--- config.mk ---
export PLATFORM = sky130hd
export DESIGN_NAME = mbc_bridge
export DESIGN_NICKNAME = d
export VERILOG_FILES = /design/src/hw/mbc_pkg.sv /design/src/hw/mbc_sync.sv /design/src/hw/mbc_timer.sv /design/src/hw/mbc_bridge.sv
export SDC_FILE = /design/constraint.sdc
export NUM_CORES = 1
export LEC_CHECK = 0
export ABC_AREA = 0
export BUFFER_PORTS_ARGS = -buffer_cell sky130_fd_sc_hd__clkbuf_2
export CAP_MARGIN = 20
export CORE_MARGIN = 3
export CORE_UTILIZATION = 32
export DETAILED_ROUTE_END_ITERATION = 7
export SYNTH_ARGS = -nofsm -noshare
export SYNTH_HDL_FRONTEND = slang
export SYNTH_SLANG_ARGS = --single-unit
--- constraint.sdc ---
create_clock -name clk -period 2.42 [get_ports clk]
set_clock_uncertainty 0.15 [all_clocks]
set_input_delay 0.363 -clock clk [delete_from_list [all_inputs] [get_ports clk]]
set_output_delay 0.363 -clock clk [all_outputs]
set_load 0.005 [all_outputs]
--- src/hw/mbc_pkg.sv ---
/*
 * Shared constants and types of the motor bridge control block.
 * Assumes a 20 MHz clock and comparator flags from the analog power stage.
 */
// How it works
// - Two drive inputs select standby, reverse, forward or brake switch patterns.
// - Undriven drive inputs read low through a permanent pull-down.
// - Standby held longer than 10ms enters sleep with outputs kept floating.
// - Sleep turns off every block but the input synchronisers and wake decode, protection included.
// - Either drive input going high leaves sleep at once.
// - Supply lockout floats both outputs and ignores the drive inputs.
// - Over-current lasting beyond the de-glitch time turns all switches off.
// - After over-current shutdown the retry time expires, then drive resumes.
// - Short circuit turns switches off at once, re-checked every retry period.
// - Over-temperature turns switches off until the recovery level is reached.
// - Lockout and current guards act outside standby; temperature guard acts in every mode but sleep.
package mbc_pkg;

	localparam int CLK_HZ = 20000000;

	// Sleep entry delay in microseconds and its cycle count (least time, clock MHz rounded down).
	localparam int SLEEP_DELAY_US = 10000;
	localparam int SLEEP_CYCLES   = (SLEEP_DELAY_US * (CLK_HZ / 1000000));

	// De-glitch and retry times in microseconds; their values are free parameters.
	localparam int DEGLITCH_US   = 10;
	localparam int DEGLITCH_CYC  = (DEGLITCH_US * (CLK_HZ / 1000000));
	localparam int RETRY_US      = 1000;
	localparam int RETRY_CYCLES  = (RETRY_US * (CLK_HZ / 1000000));

	// Bridge operation modes.
	typedef enum logic [1:0] {
		MBC_STANDBY,
		MBC_REVERSE,
		MBC_FORWARD,
		MBC_BRAKE
	} mbc_mode_e;

	// Four power switch gate commands.
	typedef struct packed {
		logic highSwitchA;
		logic lowSwitchA;
		logic highSwitchB;
		logic lowSwitchB;
	} mbc_switch_s;

	// Analog comparator flags.
	typedef struct packed {
		logic supplyLockout;
		logic overcurrentGuard;
		logic shortCircuitGuard;
		logic tempOver;
		logic tempBelowRecovery;
	} mbc_flags_s;

	localparam mbc_switch_s SW_ALL_OFF = 4'h0;

	// Decode the two drive inputs into a mode.
	function automatic mbc_mode_e mbc_decode(input logic a, input logic b);
		case ({a, b})
			2'b00: mbc_decode = MBC_STANDBY;
			2'b01: mbc_decode = MBC_REVERSE;
			2'b10: mbc_decode = MBC_FORWARD;
			default: mbc_decode = MBC_BRAKE;
		endcase
	endfunction : mbc_decode

endpackage : mbc_pkg

--- src/hw/mbc_sync.sv ---
/*
 * Two-flop synchroniser for a bus of asynchronous inputs.
 * Assumes inputs change slowly compared to the clock.
 */
`timescale 1ns/1ps
`default_nettype none
module mbc_sync #(
	parameter int WIDTH = 2
) (
	// Clock and reset.
	input  wire logic             clk,
	input  wire logic             rst,
	// Asynchronous in, synchronous out.
	input  wire logic [WIDTH-1:0] asyncIn,
	output var  logic [WIDTH-1:0] syncOut
);
	logic [WIDTH-1:0] stage1_ff;

	// First stage feeds only the second stage.
	always_ff @(posedge clk or posedge rst) begin
		if (rst) begin
			stage1_ff <= '0;
			syncOut   <= '0;
		end else begin
			stage1_ff <= asyncIn;
			syncOut   <= stage1_ff;
		end
	end
endmodule : mbc_sync
`default_nettype wire

--- src/hw/mbc_timer.sv ---
/*
 * Down-counter that pulses done after a loaded number of cycles.
 * Assumes start and clear come from the same clock domain.
 */
`timescale 1ns/1ps
`default_nettype none
module mbc_timer #(
	parameter int W = 18
) (
	// Clock and reset.
	input  wire logic         clk,
	input  wire logic         rst,
	// Control.
	input  wire logic         start,
	input  wire logic         clear,
	input  wire logic [W-1:0] loadVal,
	// Status.
	output logic              running,
	output logic              done
);
	logic [W-1:0] count_ff;
	logic         run_ff;

	assign running = run_ff;
	assign done    = run_ff && (count_ff == '0);

	// Load on start, count down, stop at zero or on clear.
	always_ff @(posedge clk or posedge rst) begin
		if (rst) begin
			count_ff <= '0;
			run_ff   <= 1'b0;
		end else if (clear) begin
			run_ff <= 1'b0;
		end else if (start) begin
			count_ff <= loadVal;
			run_ff   <= 1'b1;
		end else if (done) begin
			run_ff <= 1'b0;
		end else if (run_ff) begin
			count_ff <= count_ff - W'(1);
		end
	end
endmodule : mbc_timer
`default_nettype wire

--- src/hw/mbc_bridge.sv ---
/*
 * Control and protection logic of a one-channel motor bridge driver.
 * Assumes drive inputs and comparator flags are asynchronous pins.
 */
`timescale 1ns/1ps
`default_nettype none
module mbc_bridge
	import mbc_pkg::*;
#(
	parameter int SLEEP_CNT = SLEEP_CYCLES,
	parameter int DEG_CNT   = DEGLITCH_CYC,
	parameter int RETRY_CNT = RETRY_CYCLES
) (
	// Clock and reset.
	input  wire logic        clk,
	input  wire logic        rst,
	// Drive inputs from the timer outputs.
	input  wire logic        driveInA,
	input  wire logic        driveInB,
	// Analog comparator flags.
	input  wire mbc_flags_s  flags,
	// Bridge outputs: output enable low while driven.
	output logic             bridgeOutA,
	output logic             bridgeOutAOe_n,
	output logic             bridgeOutB,
	output logic             bridgeOutBOe_n,
	// Switch gates and status.
	output mbc_switch_s      switches,
	output logic             sleeping,
	output logic             faultOff
);
	localparam int TW = 18;

	typedef enum logic [1:0] {
		PROT_OK,
		PROT_DEGLITCH,
		PROT_RETRY
	} mbc_prot_e;

	logic [1:0]  inSync;
	mbc_flags_s  flagSync;
	logic        pullA;
	logic        pullB;
	mbc_mode_e   mode;
	logic        isStandby;
	logic        guardsOn;
	logic        lockout;
	logic        ocNow;
	logic        scNow;
	logic        tempOff_ff;
	logic        nxt_tempOff;
	logic        sleep_ff;
	logic        nxt_sleep;
	logic [23:0] stbyCnt_ff;
	logic        stbyDone;
	mbc_prot_e   prot_ff;
	mbc_prot_e   nxt_prot;
	logic [TW-1:0] protLoad;
	logic        protDone;
	logic        protStart;
	logic        protClear;
	mbc_switch_s sw;
	logic        nxt_floatA;
	logic        nxt_floatB;

	// Inputs pull low: a floating pin, carried through the synchroniser, reads as low.
	assign pullA = (inSync[1] === 1'b1);
	assign pullB = (inSync[0] === 1'b1);

	// Pins pass two flip-flops before use.
	mbc_sync #(.WIDTH(2)) uSyncIn (
		.clk     (clk),
		.rst     (rst),
		.asyncIn ({driveInA, driveInB}),
		.syncOut (inSync)
	);
	mbc_sync #(.WIDTH(5)) uSyncFlag (
		.clk     (clk),
		.rst     (rst),
		.asyncIn (flags),
		.syncOut (flagSync)
	);

	assign mode      = mbc_decode(pullA, pullB);
	assign isStandby = (mode == MBC_STANDBY);
	// Current and lockout guards only outside standby.
	assign guardsOn  = !sleep_ff && !isStandby;
	assign lockout   = guardsOn && flagSync.supplyLockout;
	assign ocNow     = guardsOn && flagSync.overcurrentGuard;
	assign scNow     = guardsOn && flagSync.shortCircuitGuard;

	// Temperature hysteresis, acting in every mode but sleep.
	always_comb begin
		nxt_tempOff = tempOff_ff;
		if (sleep_ff)
			nxt_tempOff = 1'b0;
		else if (flagSync.tempOver)
			nxt_tempOff = 1'b1;
		else if (flagSync.tempBelowRecovery)
			nxt_tempOff = 1'b0;
	end

	assign stbyDone = (stbyCnt_ff >= 24'(SLEEP_CNT));

	// Wake on any high input; enter after long standby.
	always_comb begin
		nxt_sleep = sleep_ff;
		if (!isStandby)
			nxt_sleep = 1'b0;
		else if (stbyDone)
			nxt_sleep = 1'b1;
	end

	// Counter restart on any high input.
	always_ff @(posedge clk or posedge rst) begin
		if (rst)
			stbyCnt_ff <= '0;
		else if (!isStandby)
			stbyCnt_ff <= '0;
		else if (!stbyDone)
			stbyCnt_ff <= stbyCnt_ff + 24'h1;
	end

	always_ff @(posedge clk or posedge rst) begin
		if (rst) begin
			sleep_ff   <= 1'b0;
			tempOff_ff <= 1'b0;
		end else begin
			sleep_ff   <= nxt_sleep;
			tempOff_ff <= nxt_tempOff;
		end
	end

	// Shared protection timer: de-glitch and retry.
	mbc_timer #(.W(TW)) uTimer (
		.clk     (clk),
		.rst     (rst),
		.start   (protStart),
		.clear   (protClear),
		.loadVal (protLoad),
		.running (),
		.done    (protDone)
	);

	// Retry load select: a short skips de-glitch and loads a full retry.
	assign protLoad  = (nxt_prot == PROT_DEGLITCH) ? TW'(DEG_CNT - 1) : TW'(RETRY_CNT - 1);
	// De-glitch abort: a brief over-current leaves no stale expiry behind.
	assign protClear = (prot_ff == PROT_DEGLITCH) && !ocNow && !scNow;

	// De-glitch then shut. Short circuit skips de-glitch.
	always_comb begin
		nxt_prot  = prot_ff;
		protStart = 1'b0;
		case (prot_ff)
			PROT_OK: begin
				if (scNow) begin
					nxt_prot  = PROT_RETRY;
					protStart = 1'b1;
				end else if (ocNow) begin
					nxt_prot  = PROT_DEGLITCH;
					protStart = 1'b1;
				end
			end
			PROT_DEGLITCH: begin
				if (scNow) begin
					nxt_prot  = PROT_RETRY;
					protStart = 1'b1;
				end else if (!ocNow) begin
					nxt_prot = PROT_OK;
				end else if (protDone) begin
					nxt_prot  = PROT_RETRY;
					protStart = 1'b1;
				end
			end
			PROT_RETRY: begin
				if (protDone)
					nxt_prot = PROT_OK;
			end
			default: nxt_prot = PROT_OK;
		endcase
	end

	// Protection state register.
	always_ff @(posedge clk or posedge rst) begin
		if (rst)
			prot_ff <= PROT_OK;
		else
			prot_ff <= nxt_prot;
	end

	assign faultOff = (prot_ff == PROT_RETRY) || tempOff_ff || lockout;

	always_comb begin
		sw = SW_ALL_OFF;
		case (mode)
			MBC_REVERSE: sw = '{1'b0, 1'b1, 1'b1, 1'b0};
			MBC_FORWARD: sw = '{1'b1, 1'b0, 1'b0, 1'b1};
			MBC_BRAKE:   sw = '{1'b0, 1'b1, 1'b0, 1'b1};
			default:     sw = SW_ALL_OFF;
		endcase
		if (faultOff || sleep_ff)
			sw = SW_ALL_OFF;
	end

	assign nxt_floatA = !(sw.highSwitchA || sw.lowSwitchA);
	assign nxt_floatB = !(sw.highSwitchB || sw.lowSwitchB);

	// Registered outputs.
	always_ff @(posedge clk or posedge rst) begin
		if (rst) begin
			switches       <= SW_ALL_OFF;
			bridgeOutA     <= 1'b0;
			bridgeOutB     <= 1'b0;
			bridgeOutAOe_n <= 1'b1;
			bridgeOutBOe_n <= 1'b1;
			sleeping       <= 1'b0;
		end else begin
			switches       <= sw;
			bridgeOutA     <= sw.highSwitchA;
			bridgeOutB     <= sw.highSwitchB;
			bridgeOutAOe_n <= nxt_floatA;
			bridgeOutBOe_n <= nxt_floatB;
			sleeping       <= sleep_ff;
		end
	end
endmodule : mbc_bridge
`default_nettype wire

==> results.toml, run 1 <==
[status]
status = "finished, violations left"
violations = "negative setup slack"

[global_routing]
top_usage_layer = "met2"
grt_pass1_wl_um = 11900
grt_pass1_vias = 2470
met2_usage_pct = 21.4
use_met3_pct = 3.64
antenna_found_initial = 0
grt_overflow_total = 0
use_met1_pct = 17.0
grt_max_degree = 69
grtUsageTotal_pct = 13.1

[timing]
period_share_pct = 102
setup_ws_ns = -0.0486
worst_pin_slew_ns = 0.681
rsz0062_at_grt = "yes"
slew-limit-headroom_pct = 54.4
fmax_mhz = 405
hold_viol = 0
fin_crit_ns = 2.47
setup_viol = 7
slew_violations = 0

[hold_path]
hold_path_class = "flip-flop to flip-flop"

[die]
io_pins = 19
core_area_um2 = 9770
dieWidth_um = 106
initial_core_util_pct = 33.0
rows = 36
dieArea_um2 = 11300
die_y_um = 106

[routing]
dr.pass1.iters = 4
detail_route.wl_per_cell_um = 13.4
avgViaCountPerCell = 4.91
ant_nets = 0
drt_iter0_drc = 96
vias = 2475
wl_um = 6760
route.detailed.drc = 0

[synthesis]
synth-async-reset-ratio_pct = 100
ys_types = 61
ys_seq_area_share_pct = 52.8
synth.avg_cell_area_um2 = 10.1
ys.flop_type = "dfrtp_1"
syn-cell-area_um2 = 3230
synth_nets = 332
synth_edf_count = 0
synthesis.instances = 319
ys_ff_latch = 68
ys_warn_count = 0

[place]
io_buffer_count = 18
routabilityCongestion = 0.806
dpl.hpwl_um = 4690

[setup_path]
r2r_slack_ns = -0.05
worst_setup_path_start_kind = "flip-flop"
cp_max_fo = 5
cp-end-kind = "flip-flop"
crit_type = "flip-flop to flip-flop"
required_ns = 2.50
arrival_ns = 2.55

[power_and_ir_drop]
leakage_uw = 0.00170
pwr_density_cell_nw_per_um2 = 767
total_power_uw = 3010
ir_drop_mv = 0.363

[clock_network]
htree_levels = 3
cts_tree = "yes"
clk_pin_slew_worst_paths_ns = 0.08
root_buffer = "clkbuf_8"
cts_buffers = 9
cts.sinks = 68
clk_latency_ns = 0.34
clockBufferDepth = 2

[layout]
layout.nets = 379
antenna_cells = 0
fill_cells = 979
drive_gt1_share_pct = 21.8
syn2layout_area_growth_pct = 21.9
fin_util_pct = 40.2

[job]
cap_viol_max_count = 0
## critical path: stages (launching register included)
cell and delay, ns:
dfrtp_1 0.39, or4_4 0.55, or4b_4 0.61, nor3_1 0.25, nor3_2 0.14, o22ai_1 0.18
a21oi_1 0.09
## cell type report
class                           instances  area [um^2]  share of cell area, %
Inverter                               13         48.8                   1.24
Multi-Input combinational cell        225         1450                   36.9
Timing Repair Buffer                   49          355                   9.04
Clock inverter                          7         82.6                   2.10
Clock buffer                            9          124                   3.15
Tap cell                              133          166                   4.23
Sequential cell                        68         1700                   43.3
## flip-flops by register name, indices dropped and copies added, names as in the netlist
register / count
sleeping: 1
sleep_ff: 1
bridgeOutBOe_n: 1
uSyncFlag.stage1_ff: 5
uSyncIn.stage1_ff: 2
stbyCnt_ff: 24
uTimer.count_ff: 18
switches: 4
bridgeOutAOe_n: 1
uTimer.running: 1
tempOff_ff: 1
prot_ff: 2
uSyncIn.syncOut: 2
uSyncFlag.syncOut: 5
## stage by stage
step                 TNS, ns  setup WS [ns]  cells  hold slack (ns)  instance area (um^2)
finish                -0.187        -0.0486    504            0.195                  3930
global route           -1.13         -0.101    504            0.210                  3930
CTS                        0        0.00547    502            0.201                  3890
detailed placement  -0.00831       -0.00831    478            0.185                  3590
global placement     -0.0121        -0.0121    478            0.181                  3590
floorplan                  0         0.0337    319            0.181                  3230
## cells by family after synthesis
kind of cell | count (synthesis) | share of synthesized area, %
AND/OR/NAND/NOR | 148 | 24.1
flip-flops | 68 | 52.8
AO/OA/AOI/OAI | 54 | 12.8
buffers and inverters | 26 | 3.53
XOR/XNOR | 18 | 4.89
adder cells (fa/ha/maj) | 4 | 1.55
multiplexers | 1 | 0.310
## metal layers
layer  routed length, um  up-vias
met5                   0        -
met4                  80        0
met3                 191        7
met2                3260       26
met1                3220     1215
li1                    -     1227
## synth_stat cells (all sizes together) (2+ instances only)
cell type   n  area [um^2]
dfrtp      66         1650
nor2       40          158
nand2      25         93.8
xnor2      15          131
nor3       14         70.1
a21oi      13         68.8
inv        13         48.8
nand3      12         65.1
nor4       12         75.1
and2       10         62.6
o21ai       9         48.8
clkbuf      8         30.0
or3         7         43.8
nand4       6         37.5
buf         5         35.0
ha          4         50.1
nor4b       4         35.0
o21a        4         30.0
or4         4         33.8
a211o       3         26.3
a31oi       3         25.0
and3        3         18.8
o211ai      3         22.5
or2         3         18.8
xor2        3         26.3
a21boi      2         15.0
a41o        2         20.0
and4        2         17.5
dfstp       2         52.6
nor2b       2         12.5
o22ai       2         12.5
## path summary, 6_finish.rpt
kind                                   startpoint  cells after the start              endpoint
min                        uSyncFlag.stage1_ff[3]                      0  uSyncFlag.syncOut[3]
max                           uTimer.count_ff[13]                      6    uTimer.count_ff[9]
min in group asynchronous                     rst                      4    uTimer.count_ff[3]
min reg2reg                uSyncFlag.stage1_ff[3]                      0  uSyncFlag.syncOut[3]
max reg2reg                   uTimer.count_ff[13]                      6    uTimer.count_ff[9]
max in group asynchronous                     rst                      4        bridgeOutAOe_n
## timing repair
item                                   in CTS  in global routing
setup endpoints to repair                   7                 17
pin swaps                                   0                  9
buffers inserted                            0                  2
endpoints found under the hold margin      73                  0
hold buffers                                8                  0
gates resized for setup                     2                  6
## where the power goes
part,leakage [uW],internal [uW],total [uW],switching [uW]
clock,0.0000988,494,986,492
combinational,0.000732,276,611,335
sequential,0.000867,1270,1420,150
## layout by cell type (no fill, tap or decap), drive strengths merged, types with 4 or more instances in the layout
| cell | n |
|---|---|
| clkbuf | 27 |
| xnor2 | 15 |
| o21ai | 9 |
| dlygate4sd3 | 8 |
| nor3 | 14 |
| and2 | 10 |
| dfrtp | 66 |
| nor4 | 12 |
| nand3 | 12 |
| a21oi | 13 |
| nor4b | 4 |
| or4 | 4 |
| nor2 | 40 |
| or3 | 7 |
| nand2 | 25 |
| o21a | 4 |
| buf | 23 |
| inv | 17 |
| ha | 4 |
| nand4 | 6 |
Power figures use the tool's default switching activity.
==> run 2: changes to the inputs <==
- CAP_MARGIN: 20 -> 5
- CORE_UTILIZATION: 32 -> 43
==> run 2 against run 1 <==
The run still ends with negative setup slack left. Critical path depth unchanged. Clock power grew 38%. Sequential power hardly changed. Non-clock buffer count decreased by 3. Via count increased by 1.2%. First-iteration DRC count is 88% higher. Maximum frequency shrank 0.71%. Die area is 24% lower. Global-route usage is 3.4 points higher. Final cell count fell by 7.9%. Critical path type unchanged.
==> results.toml, run 2 (same netlist as run 1, synthesis figures left out) <==
[place]
dp_slack_ns = 0.0172
io_buffer_count = 18
placed_area_um2 = 3520
dpl.hpwl_um = 4480
dp.cells = 438
routabilityCongestion = 0.864

[layout]
drive_gt1_share_pct = 21.2
regArea_um2 = 1700
fin_area_um2 = 3960
regMostFlops = "stbyCnt_ff"
top_regs = "stbyCnt_ff x24, uTimer.count_ff x18"
syn2layout_area_growth_pct = 22.7
layout.nets = 376
multiInputGateArea_um2 = 1460
fill_cells = 589
final_common_cell = "dfrtp_1"
largest_register_ffs = 24
final_cells = 464
antenna_cells = 0
final_cell_mix = "dfrtp_1, nor2_1, nand2_1, buf_4, clkbuf_2"

[hold_path]
min_path_cells = 0
hold_path_class = "flip-flop to flip-flop"

[routing]
drt_iter0_drc = 180
avgViaCountPerCell = 5.40
vias = 2504
dr.pass1.iters = 4
wl_um = 6680
route.detailed.drc = 0
ant_nets = 0
detail_route.wl_per_cell_um = 14.4

[clock_network]
root_buffer = "clkbuf_8"
clockBufferDepth = 2
clk_pin_slew_worst_paths_ns = 0.08
htree_levels = 3
cts_buffers = 9
cts.sinks = 68
clk_latency_ns = 0.34
cts_tree = "yes"

[setup_path]
r2r_slack_ns = -0.07
required_ns = 2.49
worst_setup_path_start_kind = "flip-flop"
r2r-start = "uTimer.count_ff[16]"
cp_max_fo = 6
crit_type = "flip-flop to flip-flop"
r2r_end = "uTimer.count_ff[16]"
crit_path_start = "uTimer.count_ff[16]"
worstSetupEndpoint = "uTimer.count_ff[16]"
r2r_cells = 6
cp-end-kind = "flip-flop"
arrival_ns = 2.56

[die]
io_pins = 19
core_area_um2 = 7020
rows = 30
dieWidth_um = 92.6
die_y_um = 92.6
dieArea_um2 = 8580
initial_core_util_pct = 46.0

[status]
status = "finished, violations left"
violations = "negative setup slack"

[global_routing]
top_usage_layer = "met1"
grtUsageTotal_pct = 16.5
grt_pass1_wl_um = 11100
grt_overflow_total = 0
use_met3_pct = 4.55
grt_max_degree = 37
antenna_found_initial = 0
met2_usage_pct = 23.1
grt_pass1_vias = 2364
use_met1_pct = 24.3

[job]
cap_viol_max_count = 0

[timing]
whs_ns = 0.200
fmax_mhz = 402
worst_pin_slew_ns = 0.723
setup_viol = 3
slew-limit-headroom_pct = 51.6
rsz0062_at_grt = "yes"
slew_violations = 0
fin_crit_ns = 2.49
finalSetupTns_ns = -0.0860
period_share_pct = 103
setup_ws_ns = -0.0663
hold_viol = 0

[power_and_ir_drop]
ir_drop_mv = 0.499
pwr_density_cell_nw_per_um2 = 851
leakage_uw = 0.00173
[run 2: how the worst min path moves through the flow]
| stage | startpoint | to | slack [ns] |
|---|---|---|---|
| global route | uSyncFlag.stage1_ff[4] | uSyncFlag.syncOut[4] | 0.21 |
| detailed placement | uSyncFlag.stage1_ff[3] | uSyncFlag.syncOut[3] | 0.18 |
| global placement | uSyncIn.stage1_ff[1] | uSyncIn.syncOut[1] | 0.18 |
| CTS | uSyncIn.stage1_ff[0] | uSyncIn.syncOut[0] | 0.20 |
| finish | uSyncFlag.stage1_ff[0] | uSyncFlag.syncOut[0] | 0.20 |
| floorplan | uSyncFlag.stage1_ff[0] | uSyncFlag.syncOut[0] | 0.18 |
[run 2: routing by layer]
metal	wire, um	vias to the layer above
met5	0	-
met3	396	7
met4	72	0
met1	3260	1207
li1	-	1219
met2	2960	71
[run 2: area by class of cell]
| class | count | share of cell area [%] |
|---|---|---|
| Clock inverter | 6 | 4.01 |
| Tap cell | 96 | 3.03 |
| Sequential cell | 68 | 43.0 |
| Timing Repair Buffer | 46 | 8.40 |
| Clock buffer | 10 | 3.48 |
| Inverter | 13 | 1.23 |
| Multi-Input combinational cell | 225 | 36.8 |
[run 2: through the flow]
| stage | total power (uW) | util (%) |
|---|---|---|
| floorplan | 1810 | - |
| global placement | 2000 | 50.1 |
| detailed placement | 2000 | 50.1 |
| CTS | 3370 | 55.5 |
| global route | 3550 | 56.4 |
| finish | 3370 | 56.4 |
[run 2: worst max-delay path, stage by stage (launching register included)]
cell      delay (ns)
dfrtp_1         0.38
or4_4           0.54
or4b_4          0.62
o221ai_4        0.30
nor4_2          0.11
xnor2_1         0.21
nor2_1          0.07
[run 2: power breakdown]
part | switching [uW] | internal [uW] | total [uW]
Clock | 437 | 923 | 1360
Combinational | 334 | 264 | 597
Sequential | 144 | 1270 | 1410
[run 2: what timing repair did]
item,CTS,global route
endpoints found under the hold margin,32,0
hold buffers,8,0
endpoints found under the setup margin,2,13
setup buffers,0,2
pin swaps,1,5
gates resized for setup,0,8
==> run 3: changes to the inputs <==
- CORE_ASPECT_RATIO: default -> 1.75
- clock period: 2.42 -> 3 ns (I/O delays scaled with it)
==> run 3 against run 2 <==
The flow now finishes without violations. Highest routed layer unchanged. Cell area fell by 6.4%. Critical endpoint is now uTimer.count_ff[14]. Critical path depth unchanged. Worst setup slack better by 0.26 ns. Critical path type unchanged. Combinational power is 26% lower. Register-to-register slack better by 0.26 ns. Hold slack got worse by 0.17 ns. Clock-buffer cell count rose by 1.
==> results.toml, run 3 (same netlist as run 1, synthesis figures left out) <==
[setup_path]
cp_max_fo = 9
worst_setup_path_start_kind = "flip-flop"
crit_type = "flip-flop to flip-flop"
arrival_ns = 2.92
cp-end-kind = "flip-flop"
required_ns = 3.11

[routing]
route.detailed.drc = 0
drt_iter0_drc = 136
detail_route.wl_per_cell_um = 18.1
dr.pass1.iters = 6
vias = 2475
ant_nets = 0
wl_um = 7750
avgViaCountPerCell = 5.77

[layout]
multiInputGateArea_um2 = 1410
fin_area_um2 = 3700
fill_cells = 665
antenna_cells = 0
final_cell_mix = "dfrtp_1, nor2_1, nand2_1, clkbuf_2, xnor2_1"
regMostFlops = "stbyCnt_ff"
syn2layout_area_growth_pct = 14.8
drive_gt1_share_pct = 15.7
final_common_cell = "dfrtp_1"
top_regs = "stbyCnt_ff x24, uTimer.count_ff x18"
regArea_um2 = 1700
layout.nets = 351
largest_register_ffs = 24

[timing]
fin_crit_ns = 2.81
rsz0062_at_grt = "no"
slew-limit-headroom_pct = 44.1
finalSetupTns_ns = 0
fmax_mhz = 356
setup_viol = 0
slew_violations = 0
hold_viol = 0
worst_pin_slew_ns = 0.832
period_share_pct = 93.5

[global_routing]
grt_pass1_vias = 2533
antenna_found_initial = 0
grtUsageTotal_pct = 19.9
grt_max_degree = 43
grt_overflow_total = 0
grt_pass1_wl_um = 12900

[die]
io_pins = 19
dieWidth_um = 71.5
die_y_um = 121
dieArea_um2 = 8620
initial_core_util_pct = 44.6
core_area_um2 = 7230
rows = 41

[clock_network]
clk_pin_slew_worst_paths_ns = 0.06
cts_hold_buf = 0
clk_latency_ns = 0.33
htree_levels = 3
cts_setup_buffers = 0
cts_resized = 0
cts_tree = "yes"
clockBufferDepth = 2
root_buffer = "clkbuf_16"
cts.sinks = 68
cts_buffers = 9

[power_and_ir_drop]
pwr_density_cell_nw_per_um2 = 727
leakage_uw = 0.00161
ir_drop_mv = 0.380

[status]
status = "finished clean"

[place]
placed_area_um2 = 3390
routabilityCongestion = 0.888
dpl.hpwl_um = 5740
io_buffer_count = 18

[job]
cap_viol_max_count = 0

[hold_path]
hold_path_class = "primary input to async pin"
==> run 3: cell types whose count changed in the layout (fill, tap and decap cells not counted), sizes merged <==
| cell | delta |
|---|---|
| clkinv | +1 |
| buf | -17 |
| bufinv | -3 |
| dlygate4sd3 | -8 |
| clkbuf | +1 |
| clkinvlp | +1 |
==> run 3: layout make-up <==
type | instances | area share (%)
clock buffer | 11 | 6.28
clock inverter | 5 | 2.09
inverter | 13 | 1.32
multi-input combinational | 225 | 38.0
sequential | 68 | 46.0
tap | 86 | 2.90
timing repair buffer | 21 | 3.38
==> run 3: worst max-delay path, cell delays in order, from the launching register on <==
cell	delay [ns]
dfrtp_1	0.39
or4_4	0.55
nor4b_1	0.57
nand4_1	0.23
a31oi_2	0.57
a221oi_1	0.19
nand2_1	0.09
==> run 3: stage by stage <==
| stage | hold WS, ns | std cells | util (%) | worst slack, ns | power (uW) |
|---|---|---|---|---|---|
| after global placement | 0.183 | 413 | 46.9 | 0.224 | 1600 |
| after detailed placement | 0.186 | 413 | 46.9 | 0.196 | 1610 |
| after floorplan | 0.181 | 319 | - | 0.614 | 1460 |
| after global routing | 0.0637 | 429 | 51.2 | 0.0191 | 2830 |
| after CTS | 0.0463 | 429 | 51.2 | 0.185 | 2720 |
| final | 0.0305 | 429 | 51.2 | 0.194 | 2700 |
==> run 3: routing by layer <==
layer | GRT usage [%] | vias up | part of all wire (%)
met2 | 35.4 | 62 | 57
li1 | - | 1175 | -
met4 | 10.8 | 0 | 3.3
met1 | 21.1 | 1217 | 37
met5 | 0 | - | 0
met3 | 4.58 | 21 | 2.9
==> run 3: report_power, final <==
group / total [uW] / internal [uW] / switching, uW
Combinational: 444 / 176 / 269
Sequential: 1150 / 1030 / 127
Clock: 1100 / 724 / 374
==> run 3: path summary, 6_finish.rpt <==
kind                       slack, ns                 start  depth (start not counted)                    to
max in group asynchronous       1.96                   rst                          3        bridgeOutBOe_n
max reg2reg                     0.19   uTimer.count_ff[16]                          6   uTimer.count_ff[14]
min                             0.03                   rst                          2        stbyCnt_ff[21]
min reg2reg                     0.20  uSyncIn.stage1_ff[0]                          0    uSyncIn.syncOut[0]
max                             0.19   uTimer.count_ff[16]                          6   uTimer.count_ff[14]
min in group clk                0.08              driveInB                          1  uSyncIn.stage1_ff[0]
